<file path="config.mk">
export PLATFORM = sky130hd
export DESIGN_NAME = eus_update_status
export DESIGN_NICKNAME = d
export VERILOG_FILES = /design/src/verilog/eus_pkg.sv /design/src/verilog/eus_update_status.sv
export SDC_FILE = /design/constraint.sdc
export NUM_CORES = 1
export LEC_CHECK = 0
export BUFFER_PORTS_ARGS = -buffer_cell sky130_fd_sc_hd__buf_2
export CAP_MARGIN = 0
export CORE_MARGIN = 2
export CORE_UTILIZATION = 50
export CTS_BUF_LIST = sky130_fd_sc_hd__clkbuf_16
export CTS_CLUSTER_SIZE = 25
export DETAILED_ROUTE_END_ITERATION = 6
export MAX_ROUTING_LAYER = met4
export PLACE_DENSITY = 0.75
export SYNTH_ARGS = -nofsm -noshare
export SYNTH_HDL_FRONTEND = slang
export SYNTH_SLANG_ARGS = --single-unit
</file>
<file path="constraint.sdc">
create_clock -name i_mclk -period 4.81 [get_ports i_mclk]
set_input_delay 0.7215 -clock i_mclk [delete_from_list [all_inputs] [get_ports i_mclk]]
set_output_delay 0.7215 -clock i_mclk [all_outputs]
set_load 0.05 [all_outputs]
</file>
<file path="src/verilog/eus_pkg.sv">
// package: register map, fields, reset values and types of the update block
package eus_pkg;
    // apb geometry: printed offsets are register indices, byte addr = 4*idx
    localparam int ADDR_W = 12;
    localparam int IDX_LSB = 2;
    localparam logic [7:0] IDX_CALIB = 8'h29;
    localparam logic [7:0] IDX_TSEL = 8'h40;
    localparam logic [7:0] IDX_TVAL = 8'h41;
    localparam logic [7:0] IDX_CTRL = 8'h50;
    localparam logic [7:0] IDX_STATUS = 8'h51;
    localparam logic [7:0] IDX_RTIMER = 8'h52;
    localparam logic [7:0] IDX_SRESET = 8'h53;
    localparam logic [7:0] IDX_UPDATE = 8'h54;
    localparam logic [7:0] IDX_UPSTAT = 8'h55;
    localparam logic [7:0] IDX_TUSED = 8'h56;

    // reset values
    localparam logic [7:0] CALIB_RST = 8'h33;
    localparam logic [7:0] TSEL_RST = 8'h00;
    localparam logic [7:0] TVAL_RST = 8'h18;
    localparam logic [7:0] RTIMER_RST = 8'h64;
    localparam logic [4:0] CTRL_RST = 5'h02;

    // control register fields
    localparam int CTRL_SLEEP = 0;
    localparam int CTRL_AUTO = 1;
    localparam int CTRL_DEPTH = 2;
    localparam int CTRL_ROT = 3;
    localparam int CTRL_INV = 4;
    localparam int CTRL_SCR_LSB = 5;
    localparam int TSEL_BIT = 0;
    localparam int SRESET_BIT = 0;
    localparam int UPD_START = 0;

    // status byte fields
    localparam int ST_SLEEP = 0;
    localparam int ST_SCR_LSB = 1;
    localparam int ST_AUTO = 3;
    localparam int ST_DEPTH = 4;

    // prescaler: slow clock edges per step = calib * 4096
    localparam int PRESC_SHIFT = 12;
    localparam int PRESC_W = 20;

    // complete image sizes in bytes (60 Kbytes, 120 Kbytes)
    localparam logic [16:0] BYTES_BIN = 17'h0f000;
    localparam logic [16:0] BYTES_GRAY = 17'h1e000;

    // 2-bit gray codes
    localparam logic [1:0] PIX_BLACK = 2'h0;
    localparam logic [1:0] PIX_DARK = 2'h1;
    localparam logic [1:0] PIX_LIGHT = 2'h2;
    localparam logic [1:0] PIX_WHITE = 2'h3;

    typedef enum logic [1:0] {
        SCR_NONE = 2'h0,
        SCR_LOADED = 2'h1,
        SCR_SHOWN = 2'h2,
        SCR_ABORTED = 2'h3
    } eus_screen_t;

    typedef enum logic [1:0] {
        UPD_IDLE = 2'h0,
        UPD_SCAN = 2'h1,
        UPD_DONE = 2'h3
    } eus_upd_state_t;

    // one image byte with the previous codes of the same pixels
    typedef struct packed {
        logic valid;
        logic [7:0] data;
        logic [15:0] prev;
    } eus_pix_in_t;

    // expanded pixel codes, pixel 0 in the top pair
    typedef struct packed {
        logic valid;
        logic [3:0] count;
        logic [15:0] codes;
    } eus_pix_out_t;

    typedef struct packed {
        logic [2:0] reserved;
        logic depth_bin;
        logic auto_refresh;
        eus_screen_t screen;
        logic sleep;
    } eus_status_t;
endpackage : eus_pkg

</file>
<file path="src/verilog/eus_update_status.sv">
// update status, refresh timing, temperature override and pixel compare
`timescale 1ns/100ps
module eus_update_status
    import eus_pkg::*;
(
    // clock and reset
    input wire logic i_mclk,
    input wire logic i_rst,
    input wire logic i_external_reset_input_n,
    // apb slave
    input wire logic i_psel,
    input wire logic i_penable,
    input wire logic i_pwrite,
    input wire logic [ADDR_W-1:0] i_paddr,
    input wire logic [31:0] i_pwdata,
    output logic [31:0] o_prdata,
    output logic o_pready,
    output logic o_pslverr,
    // slow clock pin and temperature sensor reading
    input wire logic i_slow_clk,
    input wire logic [7:0] i_sensor_temp,
    // image byte stream for an update
    input wire eus_pix_in_t i_pix,
    output eus_pix_out_t o_pix,
    // results
    output logic [7:0] o_temp_used,
    output logic [7:0] o_status,
    output logic o_refresh_due,
    output logic o_fast_flow_update,
    output logic o_update_done,
    output logic o_rotate_portrait,
    output logic o_invert
);
    // reset sync stage plus soft reset pulse
    logic extn_s1_reg;
    logic extn_s2_reg;
    logic srst_reg;
    logic srst;
    // slow clock synchroniser and prescaler
    logic slow_s1_reg;
    logic slow_s2_reg;
    logic slow_d_reg;
    logic [PRESC_W-1:0] presc_reg;
    logic step_tick;
    // registers
    logic [7:0] calib_reg;
    logic [7:0] tsel_reg;
    logic [7:0] tval_reg;
    logic [4:0] ctrl_reg;
    eus_screen_t screen_reg;
    logic [7:0] rtimer_reg;
    logic [7:0] temp_reg;
    eus_status_t status;
    // apb decode
    logic [7:0] idx;
    logic setup_ph;
    logic wr_acc;
    logic hit;
    logic [31:0] rd_mux;
    // update compare engine
    eus_upd_state_t upd_reg;
    logic [16:0] nbytes_reg;
    logic gray_reg;
    logic fast_reg;
    logic [15:0] codes;
    logic [3:0] cnt;
    logic [16:0] image_bytes;

    // expand a byte into 2-bit codes, first pixel in the top pair
    function automatic logic [15:0] expand(input logic [7:0] b,
                                           input logic gray);
        logic [15:0] r;
        r = 16'h0000;
        if (gray) begin
            r = {b, 8'h00};
        end else begin
            for (int i = 0; i < 8; i++) begin
                r[2*i +: 2] = b[i] ? PIX_WHITE : PIX_BLACK;
            end
        end
        return r;
    endfunction : expand

    // true when a pair code is dark or light gray
    function automatic logic is_gray(input logic [1:0] c);
        // only 01 and 10 are intermediate
        return (c == PIX_DARK) || (c == PIX_LIGHT);
    endfunction : is_gray

    // any changing pixel going to or from gray among the first n pairs
    function automatic logic gray_move(input logic [15:0] nw,
                                       input logic [15:0] pv,
                                       input logic [3:0] n);
        logic hitg;
        hitg = 1'b0;
        for (int i = 0; i < 8; i++) begin
            if ((i < 8 - n) || (nw[2*i +: 2] == pv[2*i +: 2])) begin
                hitg = hitg;
            end else if (is_gray(nw[2*i +: 2]) || is_gray(pv[2*i +: 2])) begin
                hitg = 1'b1;
            end
        end
        return hitg;
    endfunction : gray_move

    // external reset pin is asynchronous to i_mclk: two flops first
    always_ff @(posedge i_mclk or posedge i_rst) begin
        if (i_rst) begin
            extn_s1_reg <= 1'b0;
            extn_s2_reg <= 1'b0;
        end else begin
            extn_s1_reg <= i_external_reset_input_n;
            extn_s2_reg <= extn_s1_reg;
        end
    end

    // pin and soft command share one reset path; power-on uses the async i_rst
    assign srst = srst_reg || !extn_s2_reg;

    // apb decode; slave answers with zero wait states
    assign idx = i_paddr[IDX_LSB +: 8];
    assign setup_ph = i_psel && !i_penable;
    // writes to unmapped or misaligned addresses are dropped, not aliased
    assign wr_acc = i_psel && i_penable && i_pwrite && hit;
    assign o_pready = 1'b1;
    assign hit = (i_paddr[ADDR_W-1:IDX_LSB+8] == '0) &&
                 (i_paddr[IDX_LSB-1:0] == '0) &&
                 (idx == IDX_CALIB || idx == IDX_TSEL || idx == IDX_TVAL ||
                  idx == IDX_CTRL || idx == IDX_STATUS ||
                  idx == IDX_RTIMER || idx == IDX_SRESET ||
                  idx == IDX_UPDATE || idx == IDX_UPSTAT ||
                  idx == IDX_TUSED);

    // soft reset pulse, one cycle, from a write of bit 0
    always_ff @(posedge i_mclk or posedge i_rst) begin
        if (i_rst) begin
            srst_reg <= 1'b0;
        end else begin
            srst_reg <= wr_acc && hit && idx == IDX_SRESET &&
                        i_pwdata[SRESET_BIT];
        end
    end

    // slow clock pin: two flops, edge detect only after the second
    always_ff @(posedge i_mclk or posedge i_rst) begin
        if (i_rst) begin
            slow_s1_reg <= 1'b0;
            slow_s2_reg <= 1'b0;
            slow_d_reg <= 1'b0;
        end else begin
            slow_s1_reg <= i_slow_clk;
            slow_s2_reg <= slow_s1_reg;
            slow_d_reg <= slow_s2_reg;
        end
    end

    // count slow rising edges up to calib * 4096
    // calib of zero holds the tick off rather than firing every edge
    always_ff @(posedge i_mclk or posedge i_rst) begin
        if (i_rst) begin
            presc_reg <= '0;
        end else if (srst) begin
            presc_reg <= '0;
        end else if (slow_s2_reg && !slow_d_reg) begin
            if (step_tick) begin
                presc_reg <= '0;
            end else begin
                presc_reg <= presc_reg + 1'b1;
            end
        end
    end
    assign step_tick = (calib_reg != 8'h00) &&
        (presc_reg == PRESC_W'(({12'h000, calib_reg} << PRESC_SHIFT) - 1));

    // configuration registers written over apb
    always_ff @(posedge i_mclk or posedge i_rst) begin
        if (i_rst) begin
            calib_reg <= CALIB_RST;
            tsel_reg <= TSEL_RST;
            tval_reg <= TVAL_RST;
            ctrl_reg <= CTRL_RST;
            screen_reg <= SCR_NONE;
        end else if (srst) begin
            // normal, binary, portrait, positive, auto refresh
            calib_reg <= CALIB_RST;
            tsel_reg <= TSEL_RST;
            tval_reg <= TVAL_RST;
            ctrl_reg <= CTRL_RST;
            screen_reg <= SCR_NONE;
        end else if (wr_acc) begin
            case (idx)
                IDX_CALIB: begin
                    calib_reg <= i_pwdata[7:0];
                end
                IDX_TSEL: begin
                    tsel_reg <= i_pwdata[7:0];
                end
                IDX_TVAL: begin
                    tval_reg <= i_pwdata[7:0];
                end
                IDX_CTRL: begin
                    ctrl_reg <= i_pwdata[4:0];
                    screen_reg <= eus_screen_t'(i_pwdata[CTRL_SCR_LSB +: 2]);
                end
                default: begin
                    ctrl_reg <= ctrl_reg;
                end
            endcase
        end
    end

    // refresh timer: software load wins, otherwise step countdown
    always_ff @(posedge i_mclk or posedge i_rst) begin
        if (i_rst) begin
            rtimer_reg <= RTIMER_RST;
        end else if (srst) begin
            // ten minutes in 6 s steps
            rtimer_reg <= RTIMER_RST;
        end else if (wr_acc && idx == IDX_RTIMER) begin
            rtimer_reg <= i_pwdata[7:0];
        end else if (step_tick && slow_s2_reg && !slow_d_reg &&
                     ctrl_reg[CTRL_AUTO] && rtimer_reg != 8'h00) begin
            rtimer_reg <= rtimer_reg - 8'h01;
        end
    end
    assign o_refresh_due = (rtimer_reg == 8'h00);

    // override value replaces the sensor when selected
    always_ff @(posedge i_mclk or posedge i_rst) begin
        if (i_rst) begin
            temp_reg <= 8'h00;
        end else begin
            temp_reg <= tsel_reg[TSEL_BIT] ? tval_reg : i_sensor_temp;
        end
    end
    assign o_temp_used = temp_reg;

    // status byte assembly
    always_comb begin
        status.sleep = ctrl_reg[CTRL_SLEEP];
        status.screen = screen_reg;
        status.auto_refresh = ctrl_reg[CTRL_AUTO];
        status.depth_bin = !ctrl_reg[CTRL_DEPTH];
        status.reserved = 3'h0;
    end
    // one byte, upper bus bits zero
    assign o_status = status;
    assign o_rotate_portrait = !ctrl_reg[CTRL_ROT];
    assign o_invert = ctrl_reg[CTRL_INV];

    // byte count of one complete image
    assign image_bytes = ctrl_reg[CTRL_DEPTH] ? BYTES_GRAY : BYTES_BIN;
    assign codes = expand(i_pix.data, ctrl_reg[CTRL_DEPTH]);
    assign cnt = ctrl_reg[CTRL_DEPTH] ? 4'h4 : 4'h8;

    // expanded pixel output registered for the memory side
    always_ff @(posedge i_mclk or posedge i_rst) begin
        if (i_rst) begin
            o_pix <= '0;
        end else begin
            o_pix.valid <= i_pix.valid && upd_reg == UPD_SCAN;
            o_pix.codes <= codes;
            o_pix.count <= cnt;
        end
    end

    // image pointer kept outside
    // update compare: start, scan a whole image, then report
    // the pointer to image memory lives outside, so nothing to rebuild
    always_ff @(posedge i_mclk or posedge i_rst) begin
        if (i_rst) begin
            upd_reg <= UPD_IDLE;
            nbytes_reg <= '0;
            gray_reg <= 1'b0;
            fast_reg <= 1'b0;
        end else if (srst) begin
            upd_reg <= UPD_IDLE;
            nbytes_reg <= '0;
            gray_reg <= 1'b0;
            fast_reg <= 1'b0;
        end else begin
            case (upd_reg)
                UPD_IDLE, UPD_DONE: begin
                    if (wr_acc && idx == IDX_UPDATE && i_pwdata[UPD_START]) begin
                        upd_reg <= UPD_SCAN;
                        nbytes_reg <= '0;
                        gray_reg <= 1'b0;
                    end
                end
                UPD_SCAN: begin
                    if (i_pix.valid) begin
                        // any gray transition forces slow waveform
                        if (gray_move(codes, i_pix.prev, cnt)) begin
                            gray_reg <= 1'b1;
                        end
                        nbytes_reg <= nbytes_reg + 17'h00001;
                        if (nbytes_reg == image_bytes - 17'h00001) begin
                            upd_reg <= UPD_DONE;
                            fast_reg <= !(gray_reg ||
                                gray_move(codes, i_pix.prev, cnt));
                        end
                    end
                end
                default: begin
                    upd_reg <= UPD_IDLE;
                end
            endcase
        end
    end
    assign o_fast_flow_update = fast_reg;
    assign o_update_done = (upd_reg == UPD_DONE);

    // read mux, captured in the setup phase
    always_comb begin
        rd_mux = 32'h0000_0000;
        case (idx)
            IDX_CALIB: rd_mux[7:0] = calib_reg;
            IDX_TSEL: rd_mux[7:0] = tsel_reg;
            IDX_TVAL: rd_mux[7:0] = tval_reg;
            IDX_CTRL: rd_mux[6:0] = {screen_reg, ctrl_reg};
            IDX_STATUS: rd_mux[7:0] = status;
            IDX_RTIMER: rd_mux[7:0] = rtimer_reg;
            IDX_UPSTAT: rd_mux[2:0] = {fast_reg, gray_reg,
                                       upd_reg == UPD_DONE};
            IDX_TUSED: rd_mux[7:0] = temp_reg;
            default: rd_mux = 32'h0000_0000;
        endcase
    end

    // read data and error registered so the access phase sees flops
    always_ff @(posedge i_mclk or posedge i_rst) begin
        if (i_rst) begin
            o_prdata <= 32'h0000_0000;
            o_pslverr <= 1'b0;
        end else if (setup_ph) begin
            o_prdata <= (hit && !i_pwrite) ? rd_mux : 32'h0000_0000;
            o_pslverr <= !hit;
        end
    end
endmodule : eus_update_status

</file>
==> qor_table.md <==
| Quantity | Reported | Unit |
|---|---|---|
| Lkg Pwr | 3.51 | nW |
| Fraction of registers with async set or reset after synthesis | 1.00 | - |
| Part of the power in the clock network | 0.471 | - |
| Max-slew violation count | 0 | - |
| Placed Area | 7210 | µm² |
| CTS tree | built | - |
| Largest cells by area after synthesis | dfrtp_1 (40%), mux2i_1 (4.9%), nand2_1 (4.7%) | - |
| DRC violations left | 0 | - |
| Worst supply voltage drop on vdd | 0.213 | mV |
| GRT Util Overall | 0.246 | - |
| Post-synthesis instance area | 6690 | µm² |
| Total setup buffers inserted after CTS | 0 | - |
| Final hold slack | 346 | ps |
| Mean routed wirelength per cell | 16.4 | µm |
| Die ar. | 14300 | µm² |
| IO Count | 160 | - |
| Setup Viol. Count Final | 0 | - |
| Total of flip-flops plus latches after synthesis | 118 | - |
| Average instance area after synthesis | 9.29 | µm² |
| Clock period minus final worst setup slack | 3230 | ps |
| Setup Crit Path Kind | register to register | - |
| CTS resizes | 0 | - |
| Cell count after synthesis | 720 | - |
| Number of warnings reported in the yosys synthesis log | 0 | - |
| Share of the yosys chip area belonging to registers | 0.443 | - |
| Actual transition at the worst max-transition pin | 1030 | ps |
| Worst-Skew Late Latency | 410 | ps |
| End-of-flow core utilization | 0.591 | - |
| Layout overhead on the synthesized area | 16.0 | % |
| Share of the synthesized area in the top cell type | 0.404 | - |
| Starting DRC count in detailed routing | 592 | - |
| Starting utilization of the core area | 0.509 | - |
| Combinational share of power | 0.121 | - |
| HPWL reported at the end of detailed placement | 11500 | µm |
| Layout Nets | 908 | - |
| Die outline height | 120 | µm |
| Total clock sinks | 118 | - |
| Required arrival time at the worst endpoint | 5140 | ps |
| Detailed Route WL | 16500 | µm |
| Total number of vias | 5671 | - |
| Number of enable-type register cells in the synthesized netlist | 0 | - |
| Placeable core area | 13100 | µm² |
| Deepest clock path buffer count | 2 | - |
| Initial DRT Pass Iterations | 6 | - |
| Result of the run | finished clean | - |
| Cts bufs inserted | 17 | - |
| Internal Pwr Total | 1.84 | mW |
| Post-CTS Hold Buffers | 0 | - |
| Number of flip-flops in the largest register | 20 | - |
| Setup tns final | 0 | ps |
| Share of total power consumed by net switching | 0.271 | - |
| Number of buffer cells added on primary ports | 105 | - |
| Number of global-route vias before repair | 5420 | - |
| Most used flip-flop cell after synthesis | dfrtp_1 | - |
| Final Cell Area | 7760 | µm² |
| Setup crit start kind | register | - |
| Die span in x | 120 | µm |
| Unrepaired setup endpoints after global routing | false | - |
| Endpoint class of the critical path | register | - |
| Overflow left after global routing | 0 | - |
| Final clock period utilization by the worst path | 0.672 | - |
| Via density | 5.64 | - |
| Number of placement rows | 42 | - |
| Data arrival, critical path | 3560 | ps |
| First-pass GRT wire length | 27000 | µm |
| Final clock skew | 7.86 | ps |
| CTS Root Cell | clkbuf_16 | - |
| Max-cap violation count | 0 | - |
| Clock Pin Slew Worst Setup and Hold Paths | 60 | ps |
| Count of nets left with antenna violations after detail routing | 0 | - |
| Largest fanout on the critical path | 8 | - |
| Share of total power in sequential cells | 0.409 | - |
| Most frequent standard cell in the layout excluding fill and tap cells | dfrtp_1 | - |
| Number of H-tree levels | 4 | - |
| Total count of hold-check failures in the final report | 0 | - |
| Normalized max-slew margin | 0.307 | - |
| Initial antenna violation count | 1 | - |
| GP Congestion | 0.950 | - |
| Worst hold path type | register to register | - |
| Maximum number of pins on one net before global-route repair | 48 | - |
| Largest area contributor in the synthesized netlist | dfrtp_1 | - |
| F_max | 0.309 | GHz |
| Power density cells | 326 | nW/µm² |
| Distinct cell type count after synthesis | 66 | - |
| Commonest cells after routing, fill and taps aside | dfrtp_1 (108), buf_2 (105), nand2_1 (83) | - |
| Switching power summed over all nets | 686 | µW |
| Share of post-route cells with drive strength above 1 | 0.204 | - |
| Total Power Consumption | 2.53 | mW |
worst max-delay path, cell delays in order, from the launching register on:
cell	delay (ps)
dfstp_2	620
inv_1	80
ha_1	290
nor2b_1	160
or3_1	350
a31o_1	260
or4_4	590
or4_4	430
xor2_1	160
a211oi_2	210
Yosys cell counts (all sizes together), types with 17 or more instances:
library cell	instances
inv	17
a21oi	32
clkbuf	20
nor2	72
nand2	83
mux2i	33
o21ai	28
nor3	35
dfrtp	108
buf	44
nand3	30
xnor2	27
kinds of logic after synthesis:
family,synth area share
compound gates,0.126
mux,0.0662
flops,0.443
fa+ha+maj,0.0150
buf+inv,0.0686
xor+xnor,0.0537
simple gates,0.226
other cells,0.00112
power groups by stage:
| stage | logic [mW] | registers, mW | clock network [mW] |
|---|---|---|---|
| floorplan | 0.198 | 1.09 | 0 |
| global placement | 0.300 | 1.05 | 0 |
| detailed placement | 0.303 | 1.05 | 0 |
| CTS | 0.305 | 1.03 | 1.21 |
| global route | 0.330 | 1.04 | 1.26 |
| finish | 0.305 | 1.03 | 1.19 |
layer usage:
metal / vias to the layer above / track usage / routed length (µm)
met5: - / - / 0
met4: 0 / 0.0824 / 330
met3: 33 / 0.0608 / 1260
met2: 233 / 0.371 / 7650
met1: 2726 / 0.327 / 7250
li1: 2679 / - / -
worst paths after layout:
| path | from | endpoint | slack (ps) | cells past startpoint |
|---|---|---|---|---|
| min | slow_s1_reg$_DFF_PP0_ | slow_s2_reg$_DFF_PP0_ | 350 | 0 |
| max reg2reg | calib_reg[0]$_DFFE_PP1P_ | rtimer_reg[4]$_DFFE_PP0P_ | 1580 | 9 |
| min in group asynchronous | i_rst | nbytes_reg[5]$_DFFE_PP0P_ | 370 | 2 |
| max in group asynchronous | i_rst | tval_reg[4]$_DFFE_PP1P_ | 3500 | 3 |
| min reg2reg | slow_s1_reg$_DFF_PP0_ | slow_s2_reg$_DFF_PP0_ | 350 | 0 |
| max | calib_reg[0]$_DFFE_PP1P_ | rtimer_reg[4]$_DFFE_PP0P_ | 1580 | 9 |
stage by stage:
| step | setup WS [ps] | instances |
|---|---|---|
| finish | 1580 | 1006 |
| global route | 1420 | 1006 |
| CTS | 1580 | 1005 |
| detailed placement | 1450 | 973 |
| global placement | 1430 | 973 |
| floorplan | 976 | 748 |
layout make-up:
class / instances / area, µm²
fillers: 1153 / 5370
multi-input cells: 549 / 3380
flip-flops and latches: 118 / 2970
repair buffers: 113 / 586
clock buffers: 17 / 425
well taps: 176 / 220
clock inverters: 15 / 123
inverters: 17 / 66.3
diodes: 1 / 2.50
No activity file was read; power rests on OpenSTA's default activity.
